==> config.mk <==
export PLATFORM = sky130hd
export DESIGN_NAME = quad_switch_diag
export DESIGN_NICKNAME = d
export VERILOG_FILES = /design/src/hdl/diag_pkg.sv /design/src/hdl/sync_2ff.sv /design/src/hdl/quad_switch_diag.sv
export SDC_FILE = /design/constraint.sdc
export NUM_CORES = 1
export LEC_CHECK = 0
export ABC_AREA = 1
export BUFFER_PORTS_ARGS = -buffer_cell sky130_fd_sc_hd__buf_2
export CAP_MARGIN = 5
export CORE_ASPECT_RATIO = 0.75
export CORE_MARGIN = 2
export CORE_UTILIZATION = 35
export CTS_CLUSTER_SIZE = 30
export DETAILED_ROUTE_END_ITERATION = 8
export HOLD_SLACK_MARGIN = 0.15
export PLACE_DENSITY_LB_ADDON = 0.05
export SYNTH_ARGS = -nofsm -noshare
export SYNTH_HDL_FRONTEND = slang
export SYNTH_SLANG_ARGS = --single-unit
==> constraint.sdc <==
create_clock -name ref_clk -period 1.7 [get_ports ref_clk]
set_clock_uncertainty 0.1 [all_clocks]
set_input_delay 0.17 -clock ref_clk [delete_from_list [all_inputs] [get_ports ref_clk]]
set_output_delay 0.17 -clock ref_clk [all_outputs]
set_load 0.05 [all_outputs]
==> src/hdl/diag_pkg.sv <==
package diag_pkg;

    // Serial word
    localparam int WORD_BITS = 11;
    localparam int CHANNELS = 4;
    localparam logic IDLE_BIT = 1'b1;

    // Field positions inside the serial word, bit 1 of the word at index 0
    localparam int POS_LOAD_ERR = 0;
    localparam int POS_SW_STATE = 4;
    localparam int POS_WARN_N = 8;
    localparam int POS_TSD_N = 9;
    localparam int POS_OVER_VOLT = 10;

    // Reset values
    localparam logic [WORD_BITS-1:0] WORD_RST = 11'h7FF;
    localparam logic [CHANNELS-1:0] GATE_RST = 4'h0;

    // Timing
    localparam int CLK_FREQ_MHZ = 250;
    localparam int FLAG_DELAY_US = 75;
    localparam int ENABLE_DELAY_US = 30;
    localparam int FLAG_DELAY_CYC = FLAG_DELAY_US * CLK_FREQ_MHZ;
    localparam int ENABLE_DELAY_CYC = ENABLE_DELAY_US * CLK_FREQ_MHZ;
    localparam int CNT_W = 16;
    localparam int SYNC_STAGES = 2;

    // Pin inputs, all asynchronous to ref_clk
    typedef struct packed {
        logic enable;
        logic cs_n;
        logic sclk;
        logic tsd_pin;
        logic [CHANNELS-1:0] sw_cmd;
        logic [CHANNELS-1:0] load_fault;
        logic temp_warn;
        logic temp_hot;
        logic temp_cool;
        logic over_volt;
    } pin_in_t;

    // Diagnostic word, last field is the first bit shifted out
    typedef struct packed {
        logic over_volt;
        logic tsd_n;
        logic warn_n;
        logic [CHANNELS-1:0] sw_state;
        logic [CHANNELS-1:0] load_err;
    } diag_word_t;

    // Open-drain or three-state pin driven by the block
    typedef struct packed {
        logic o;
        logic oe_n;
    } pin_out_t;

    typedef enum logic [1:0] {
        PWR_SLEEP,
        PWR_ARMING,
        PWR_ACTIVE
    } pwr_state_t;

endpackage

==> src/hdl/sync_2ff.sv <==
`timescale 1ns/100ps
module sync_2ff #(
    parameter int WIDTH = 1
) (
    // Clock and reset
    input wire logic ref_clk,
    input wire logic srst,
    // Data
    input wire logic [WIDTH-1:0] async_in,
    output logic [WIDTH-1:0] sync_out
);
    logic [WIDTH-1:0] meta_r;

    // First stage feeds only the second stage
    always_ff @(posedge ref_clk) begin
        if (srst) begin
            meta_r <= '0;
            sync_out <= '0;
        end else begin
            meta_r <= async_in;
            sync_out <= meta_r;
        end
    end
endmodule

==> src/hdl/quad_switch_diag.sv <==
`timescale 1ns/100ps
module quad_switch_diag #(
    parameter int FLAG_DELAY_CYCLES = diag_pkg::FLAG_DELAY_CYC,
    parameter int ENABLE_DELAY_CYCLES = diag_pkg::ENABLE_DELAY_CYC
) (
    // Clock and reset
    input wire logic ref_clk,
    input wire logic srst,
    // Asynchronous pins and comparator levels
    input wire diag_pkg::pin_in_t pins,
    // Serial data pin
    output diag_pkg::pin_out_t sdata,
    // General fault flag, open drain
    output diag_pkg::pin_out_t fault_n,
    // Thermal shutdown flag, open drain, read back through pins.tsd_pin
    output diag_pkg::pin_out_t tsd_n,
    // Switch gate drive
    output logic [diag_pkg::CHANNELS-1:0] gate_on
);
    import diag_pkg::*;

    // Advance a delay counter, saturating at the limit
    function automatic logic [CNT_W-1:0] count_step(input logic [CNT_W-1:0] cnt,
                                                    input logic [CNT_W-1:0] limit);
        count_step = (cnt >= limit) ? limit : cnt + 16'h0001;
    endfunction

    localparam logic [CNT_W-1:0] FLAG_LIMIT = CNT_W'(FLAG_DELAY_CYCLES);
    localparam logic [CNT_W-1:0] ARM_LIMIT = CNT_W'(ENABLE_DELAY_CYCLES);
    localparam logic [3:0] SHIFT_LIMIT = 4'(WORD_BITS);

    // Synchronised pins
    pin_in_t pin_s;

    sync_2ff #(
        .WIDTH($bits(pin_in_t))
    ) u_pin_sync (
        .ref_clk(ref_clk),
        .srst(srst),
        .async_in(pins),
        .sync_out(pin_s)
    );

    // Power state
    pwr_state_t pwr_r;
    pwr_state_t pwr_nxt;
    logic [CNT_W-1:0] arm_cnt_r;
    logic [CNT_W-1:0] arm_cnt_nxt;
    wire awake = pwr_r != PWR_SLEEP;
    wire armed = pwr_r == PWR_ACTIVE;
    wire arm_done = arm_cnt_r >= ARM_LIMIT;

    // Thermal and shutdown state
    logic tsd_r;
    logic tsd_nxt;
    wire shutdown = ~pin_s.tsd_pin;
    logic [CHANNELS-1:0] gate_nxt;

    // Serial link
    logic sclk_d_r;
    logic [WORD_BITS-1:0] shift_r;
    logic [WORD_BITS-1:0] shift_nxt;
    logic [3:0] bits_out_r;
    logic [3:0] bits_out_nxt;
    wire sclk_fall = sclk_d_r & ~pin_s.sclk;
    wire selected = awake & ~pin_s.cs_n;
    wire shift_now = selected & sclk_fall;
    wire word_done = bits_out_r >= SHIFT_LIMIT;

    // Fault flag
    logic [CNT_W-1:0] flag_cnt_r;
    logic [CNT_W-1:0] flag_cnt_nxt;
    logic flag_r;
    logic flag_nxt;

    // Diagnostic word
    diag_word_t diag;
    wire [CHANNELS-1:0] cmd_on = armed ? pin_s.sw_cmd : GATE_RST;
    wire [CHANNELS-1:0] forced_off = cmd_on & ~gate_on;
    wire any_error = (|diag.load_err) | ~diag.warn_n | ~diag.tsd_n | diag.over_volt;

    // Commanded-on but held off shows as a switch error
    assign diag.load_err = pin_s.load_fault | forced_off;
    assign diag.sw_state = cmd_on;
    assign diag.warn_n = ~(pin_s.temp_warn | shutdown);
    assign diag.tsd_n = ~shutdown;
    assign diag.over_volt = pin_s.over_volt;

    // Power sequencing
    always_comb begin
        pwr_nxt = pwr_r;
        arm_cnt_nxt = arm_cnt_r;
        if (!pin_s.enable) begin
            pwr_nxt = PWR_SLEEP;
            arm_cnt_nxt = '0;
        end else begin
            unique case (pwr_r)
                PWR_SLEEP: begin
                    pwr_nxt = PWR_ARMING;
                    arm_cnt_nxt = '0;
                end
                PWR_ARMING: begin
                    arm_cnt_nxt = count_step(arm_cnt_r, ARM_LIMIT);
                    if (arm_done) begin
                        pwr_nxt = PWR_ACTIVE;
                    end
                end
                PWR_ACTIVE: begin
                    arm_cnt_nxt = arm_cnt_r;
                end
                // Unused code falls back to sleep so the switches stay off
                default: begin
                    pwr_nxt = PWR_SLEEP;
                    arm_cnt_nxt = '0;
                end
            endcase
        end
    end

    always_ff @(posedge ref_clk) begin
        if (srst) begin
            pwr_r <= PWR_SLEEP;
            arm_cnt_r <= '0;
        end else begin
            pwr_r <= pwr_nxt;
            arm_cnt_r <= arm_cnt_nxt;
        end
    end

    // Thermal shutdown with hysteresis; the flag pin level is what gates the switches,
    // so an external low acts exactly like an internal trip
    always_comb begin
        tsd_nxt = tsd_r;
        if (!awake) begin
            tsd_nxt = 1'b0;
        end else if (pin_s.temp_hot) begin
            tsd_nxt = 1'b1;
        end else if (pin_s.temp_cool) begin
            tsd_nxt = 1'b0;
        end
    end

    always_comb begin
        gate_nxt = GATE_RST;
        if (armed && !shutdown && !pin_s.over_volt) begin
            gate_nxt = pin_s.sw_cmd;
        end
    end

    always_ff @(posedge ref_clk) begin
        if (srst) begin
            tsd_r <= 1'b0;
            gate_on <= GATE_RST;
        end else begin
            tsd_r <= tsd_nxt;
            gate_on <= gate_nxt;
        end
    end

    // Internal trip pulls the flag low straight from the trip state
    always_ff @(posedge ref_clk) begin
        if (srst) begin
            tsd_n <= '{o: 1'b0, oe_n: 1'b1};
        end else begin
            tsd_n <= '{o: 1'b0, oe_n: ~tsd_nxt};
        end
    end

    // Serial shift register
    always_comb begin
        shift_nxt = shift_r;
        bits_out_nxt = bits_out_r;
        if (!selected) begin
            shift_nxt = diag;
            bits_out_nxt = '0;
        end else if (shift_now) begin
            shift_nxt = {IDLE_BIT, shift_r[WORD_BITS-1:1]};
            bits_out_nxt = word_done ? bits_out_r : bits_out_r + 4'h1;
        end
    end

    always_ff @(posedge ref_clk) begin
        if (srst) begin
            sclk_d_r <= 1'b0;
            shift_r <= WORD_RST;
            bits_out_r <= '0;
        end else begin
            sclk_d_r <= pin_s.sclk;
            shift_r <= shift_nxt;
            bits_out_r <= bits_out_nxt;
        end
    end

    // Data pin; the first bit is out within a few cycles, well inside the host setup time
    always_ff @(posedge ref_clk) begin
        if (srst) begin
            sdata <= '{o: IDLE_BIT, oe_n: 1'b1};
        end else begin
            sdata <= '{o: shift_nxt[0], oe_n: ~selected};
        end
    end

    // Fault flag masking delay; a gap in the error restarts the delay
    always_comb begin
        flag_cnt_nxt = '0;
        flag_nxt = 1'b0;
        if (awake && any_error) begin
            flag_cnt_nxt = count_step(flag_cnt_r, FLAG_LIMIT);
            flag_nxt = flag_cnt_r >= FLAG_LIMIT;
        end
    end

    always_ff @(posedge ref_clk) begin
        if (srst) begin
            flag_cnt_r <= '0;
            flag_r <= 1'b0;
        end else begin
            flag_cnt_r <= flag_cnt_nxt;
            flag_r <= flag_nxt;
        end
    end

    // Pull-down only, never driven high
    always_ff @(posedge ref_clk) begin
        if (srst) begin
            fault_n <= '{o: 1'b0, oe_n: 1'b1};
        end else begin
            fault_n <= '{o: 1'b0, oe_n: ~flag_nxt};
        end
    end

endmodule

==> metrics.md, run 1 <==
| Metric | Value |
|---|---|
| Initial Util | 35.89% |
| Max clock buf depth | 2 |
| CTS Buf Count | 9 |
| Number of diodes | 0 |
| Hold_ws | 0.3019 ns |
| Final Setup Violations | 0 |
| Final core occ | 44.46% |
| Finished Cell Area | 0.004294 mm^2 |
| Hold Vio Cnt, Final | 0 |
| Worst setup SP type | flop |
| Sequential share of the synthesized area | 49.68% |
| Largest net degree at the start of global routing | 35 |
| DRC viols | 0 |
| Worst path required time | 1.86 ns |
| Final Wtd Congestion | 0.8135 |
| Cells after Synth | 463 |
| Crit Path Max Fanout | 7 |
| Critical Path Sink Type | flop |
| Final worst setup slack | 0.1759 ns |
| Setup CP Type | flop to flop |
| FF+latch area | 0.001723 mm^2 |
| YS warnings | 0 |
| Std cell rows | 31 |
| Port bufs | 25 |
| Clk root buf | clkbuf_16 |
| Routed vias | 2825 |
| Placed insts | 624 |
| Status | completed |
| Fill count | 1007 |
| CTS tree | done |
| Synth unique cells | 30 |
| Top-area cell type share of the netlist area | 49.68% |
| Multi-input logic area | 0.001436 mm^2 |
| Die H | 90.18 um |
| Vias in the first global route | 2722 |
| DRT iter0 DRCs | 125 |
| Die Span X | 118.9 um |
| Peak VDD IR | 612.7 uV |
| Post-Syn Area | 0.003466 mm^2 |
| Max-cap violations | 0 |
| RSZ-0062 raised after global routing | true |
| Pwr dens | 949.3 mW/mm^2 |
| Total gr overflow | 0 |
| Initial antenna violation count | 0 |
| DP HPWL | 5.064 mm |
| DRT antenna net count | 0 |
| Mean Syn Cell Area | 7.486 um^2 |
| Die area | 0.01072 mm^2 |
| Io pins | 28 |
| Final worst-path cycle share | 89.65% |
| DP Area | 0.003807 mm^2 |
| Share of layout cells above drive strength 1 | 13.31% |
| Yosys top cell by area | dfxtp_1 |
| Total Nets Final | 543 |
| Yosys reg bits | 86 |
| First-pass GRT wire length | 12.66 mm |
| Vias per cell | 4.293 |
| Tmin final | 1.524 ns |
| Synth area leaders | dfxtp_1, nor2_1, nand2_1, inv_1, xor2_1 |
| Hold Crit Class | flop to flop |
| Gr usage total | 14.71% |
| CTS sink cnt | 86 |
| Worst-path clk slew | 0.06 ns |
| H-tree levels | 3 |
| Arrival time of the worst setup path | 1.68 ns |
| Leakage power | 1.887 nW |
| Drt first pass iters | 4 |
| Routed len/inst | 10.88 um |
| Worst-skew pair later-pin latency | 0.33 ns |
| Post-Layout Cell Count | 658 |
| Final WL | 7.156 mm |
| R2R Setup Slk | 0.18 ns |
| Final slew viol count | 0 |
| Core ar. | 0.009658 mm^2 |
| Area Growth Syn to Fin | 23.90% |
| Max Clk Rate | 656.1 MHz |
| Dpl ws | 0.04020 ns |
[stage by stage]
step	total power, mW	TNS, ns
global placement	2.312	0
detailed placement	2.316	0
CTS	4.144	0
global route	4.234	-0.02316
finish	4.076	0
floorplan	2.260	0
[final cells by class]
cell class / count / share of cell area [%]
clock buffer: 11 / 5.420
clock inverter: 5 / 0.8450
inverter: 78 / 6.818
multi-input combinational: 289 / 33.45
sequential: 86 / 40.12
tap: 132 / 3.846
timing repair buffer: 57 / 9.499
[placed cells by master, fill, tap and decap left out, types with 4 or more instances in the layout]
cell type and instances:
inv_1 76, nand3_1 18, o21ai_0 17, nand2_1 80
clkbuf_16 9, buf_4 15, a21oi_1 15, dfxtp_1 85
ha_1 4, nor3_1 7, dlygate4sd3_1 17, nor2_1 92
buf_2 25, xor2_1 15, nand4_1 8
[timing repair]
action | in CTS | in global routing
hold buffers | 17 | 0
buffers inserted | 0 | 1
endpoints found under the hold margin | 18 | 0
resized for setup | 0 | 11
endpoints found under the setup margin | 0 | 21
[sequential cells by signal (all words and copies together), names as in the netlist]
| signal | count |
|---|---|
| arm_cnt_r | 16 |
| flag_cnt_r | 16 |
| u_pin_sync.meta_r | 16 |
| u_pin_sync.sync_out | 16 |
| shift_r | 11 |
| gate_on | 4 |
| pwr_r | 2 |
| fault_n | 1 |
| sclk_d_r | 1 |
| sdata | 1 |
| tsd_n | 1 |
| tsd_r | 1 |
[worst paths after layout]
| kind | start | to | depth (start not counted) |
|---|---|---|---|
| setup / recovery | arm_cnt_r[3] | pwr_r[1] | 8 |
| hold / removal | u_pin_sync.meta_r[9] | u_pin_sync.sync_out[9] | 2 |
| setup reg to reg | arm_cnt_r[3] | pwr_r[1] | 8 |
| hold reg to reg | u_pin_sync.meta_r[9] | u_pin_sync.sync_out[9] | 2 |
[logic make-up after synthesis]
logic type | count (synthesis) | synth area share, %
compound gates | 47 | 7.798
xor+xnor | 17 | 4.296
fa+ha+maj | 4 | 1.444
buf+inv | 90 | 10.22
flops | 86 | 49.68
other cells | 1 | 0.1082
simple gates | 218 | 26.46
[power by group]
part | switching, mW | internal [mW]
Clock | 0.782 | 0.993
Combinational | 0.114 | 0.0882
Sequential | 0.0240 | 2.08
[worst max-delay path: stages, from the launching register on]
cell	delay [ns]
dfxtp_1	0.40
nand2_1	0.13
nand2_1	0.08
nand2_1	0.05
nand2_1	0.05
nand2_1	0.04
nand2_1	0.12
nand3_1	0.25
a21oi_1	0.23
[cell usage after synthesis]
library cell / instances
o221ai_1: 2
o211ai_1: 2
inv_2: 2
nand4_1: 8
nor2_2: 1
a211oi_1: 1
nand3_1: 18
buf_4: 3
nor3b_1: 1
clkbuf_1: 5
o22ai_1: 3
inv_1: 76
nand2_1: 81
nor2_4: 2
o21ai_0: 18
a41oi_1: 1
xnor2_1: 2
buf_2: 4
o21bai_1: 3
nand3b_1: 2
conb_1: 1
dfxtp_1: 86
ha_1: 4
a21oi_1: 15
nand3_2: 2
xor2_1: 15
o21a_1: 2
nor3_1: 8
nand2_2: 2
nor2_1: 93
[routing by layer]
metal / wire length [um] / GRT usage (%) / part of all wire, %
met5: 0 / 0 / 0
met4: 100 / 5.357 / 1.4
met3: 273 / 3.997 / 3.8
met2: 3088 / 22.94 / 43
met1: 3693 / 19.50 / 52
No activity file was read; power rests on OpenSTA's default activity.
==> run 2: changes to the inputs <==
--- a/config.mk
+++ b/config.mk
@@ -7,10 +7,11 @@
 export LEC_CHECK = 0
 export ABC_AREA = 1
 export BUFFER_PORTS_ARGS = -buffer_cell sky130_fd_sc_hd__buf_2
-export CAP_MARGIN = 5
+export CAP_MARGIN = 20
 export CORE_ASPECT_RATIO = 0.75
 export CORE_MARGIN = 2
-export CORE_UTILIZATION = 35
+export CORE_UTILIZATION = 43
+export CTS_BUF_LIST = sky130_fd_sc_hd__clkbuf_8
 export CTS_CLUSTER_SIZE = 30
 export DETAILED_ROUTE_END_ITERATION = 8
 export HOLD_SLACK_MARGIN = 0.15
==> metrics.md, run 2 (same netlist as run 1, synthesis figures left out) <==
| Metric | Value |
|---|---|
| Status | completed |
| DRT iter0 DRCs | 95 (-24%) |
| Setup CP Type | flop to flop |
| DRC viols | 0 (unchanged) |
| Final worst-path cycle share | 95.17% (+5.5 points) |
| Initial antenna violation count | 0 (unchanged) |
| Die area | 0.008802 mm^2 (-18%) |
| Power, Total | 3.952 mW (-3.1%) |
| RSZ-0062 raised after global routing | true |
| Pwr dens | 943.7 mW/mm^2 (-0.59%) |
| CTS sink cnt | 86 (unchanged) |
| Number of diodes | 0 (unchanged) |
| Initial Util | 44.16% (+8.3 points) |
| CTS Buf Count | 9 (unchanged) |
| Final Setup Violations | 0 (unchanged) |
| Total gr overflow | 0 (unchanged) |
| Die Span X | 107.7 um (-9.5%) |
| Max clock buf depth | 2 (unchanged) |
| Vias in the first global route | 2569 (-5.6%) |
| Arrival time of the worst setup path | 1.82 ns (+0.14 ns) |
| Core ar. | 0.007848 mm^2 (-19%) |
| Gr usage total | 17.07% (+2.4 points) |
| Io pins | 28 (unchanged) |
| Final Wtd Congestion | 0.8405 (+3.3%) |
| Critical Path Sink Type | flop |
| Share of layout cells above drive strength 1 | 12.95% (-0.36 points) |
| DP HPWL | 4.740 mm (-6.4%) |
| Finished Cell Area | 0.004188 mm^2 (-2.5%) |
| Leakage power | 1.849 nW (-2.0%) |
| Drt first pass iters | 4 (unchanged) |
| Total Nets Final | 542 (-0.18%) |
| Hold Crit Class | flop to flop |
| Worst-skew pair later-pin latency | 0.36 ns (+0.03 ns) |
| Worst-path clk slew | 0.09 ns (+0.03 ns) |
| Vias per cell | 4.483 (+4.4%) |
| Area Growth Syn to Fin | 20.83% |
| Std cell rows | 28 (-9.7%) |
| Post-Route Setup TNS | 0 ns (unchanged) |
| Crit Path Max Fanout | 8 (+1) |
| Final worst setup slack | 0.08217 ns (-0.09370 ns) |
| Hold_ws | 0.3036 ns (+0.001711 ns) |
| Worst setup SP type | flop |
| Worst path required time | 1.90 ns (+0.04 ns) |
| Clk root buf | clkbuf_8 |
| Peak VDD IR | 438.4 uV (-28%) |
| Routed vias | 2824 (-0.035%) |
| H-tree levels | 3 (unchanged) |
| Max-cap violations | 0 (unchanged) |
| Max Clk Rate | 618.1 MHz (-5.8%) |
| Die H | 81.75 um (-9.3%) |
| Largest net degree at the start of global routing | 33 (-5.7%) |
| Dpl ws | 0.02787 ns (-0.01233 ns) |
| Fill count | 780 (-23%) |
| Leading cell types in the layout, fill and taps excluded | nor2_1, dfxtp_1, nand2_1 |
| CTS tree | done |
| Tmin final | 1.618 ns (+0.09370 ns) |
| Port bufs | 25 (unchanged) |
| Final WL | 6.713 mm (-6.2%) |
| Routed len/inst | 10.66 um (-2.0%) |
| DP Area | 0.003744 mm^2 (-1.7%) |
| Final slew viol count | 0 (unchanged) |
| First-pass GRT wire length | 11.75 mm (-7.2%) |
| Hold Vio Cnt, Final | 0 (unchanged) |
| Commonest non-fill, non-tap cell in the layout | nor2_1 |
| DRT antenna net count | 0 (unchanged) |
-- run 2: final cells by class --
| cell class | count | area [um^2] | share of cell area (%) |
|---|---|---|---|
| multi-input cells | 289 | 1405 | 33.55 |
| repair buffers | 56 | 400.4 | 9.561 |
| clock buffers | 10 | 137.6 | 3.287 |
| flip-flops and latches | 86 | 1723 | 41.14 |
| clock inverters | 6 | 97.59 | 2.330 |
| inverters | 78 | 292.8 | 6.991 |
| well taps | 105 | 131.4 | 3.137 |
-- run 2: timing repair --
action,4_1_cts,5_1_grt
endpoints found under the hold margin,21,0
gates resized for setup,0,5
setup endpoints to repair,0,22
hold buffers,17,0
buffers inserted,0,4
-- run 2: final timing paths --
path                   startpoint                endpoint  slack, ns  cells past startpoint
max                      pwr_r[1]           flag_cnt_r[0]       0.08                      8
min          u_pin_sync.meta_r[3]  u_pin_sync.sync_out[3]       0.30                      2
max reg2reg              pwr_r[1]           flag_cnt_r[0]       0.08                      8
min reg2reg  u_pin_sync.meta_r[3]  u_pin_sync.sync_out[3]       0.30                      2
-- run 2: per-layer routing --
layer  vias to the layer above  part of all wire [%]  wire length (um)  GRT usage (%)
met2                        41                    43              2906          26.29
met1                      1244                    52              3490          22.91
met5                         -                     0                 0              0
met4                         0                   2.0               133          6.923
met3                        11                   2.7               183          4.524
li1                       1528                     -                 -              -
-- run 2: power by group --
| part | internal, mW | switching [mW] | leakage [nW] |
|---|---|---|---|
| combinational | 0.0849 | 0.110 | 1.02 |
| sequential | 2.07 | 0.0230 | 0.705 |
| clock | 0.894 | 0.767 | 0.120 |
| total | 3.05 | 0.900 | 1.85 |
-- run 2: critical path, cell delays in order (launching register included) --
cell      delay [ns]
dfxtp_1         0.35
inv_2           0.08
nor2_4          0.21
nand2_1         0.10
o21bai_1        0.23
nor2_1          0.09
nand3_2         0.12
nand3_2         0.16
nor2_1          0.13
-- run 2: per-stage QoR --
| step | util [%] | cells |
|---|---|---|
| 2_1_floorplan | - | 465 |
| 3_3_place_gp | 47.70 | 593 |
| 3_5_place_dp | 47.70 | 593 |
| 4_1_cts | 52.87 | 626 |
| 5_1_grt | 53.36 | 630 |
| 6_report | 53.36 | 630 |
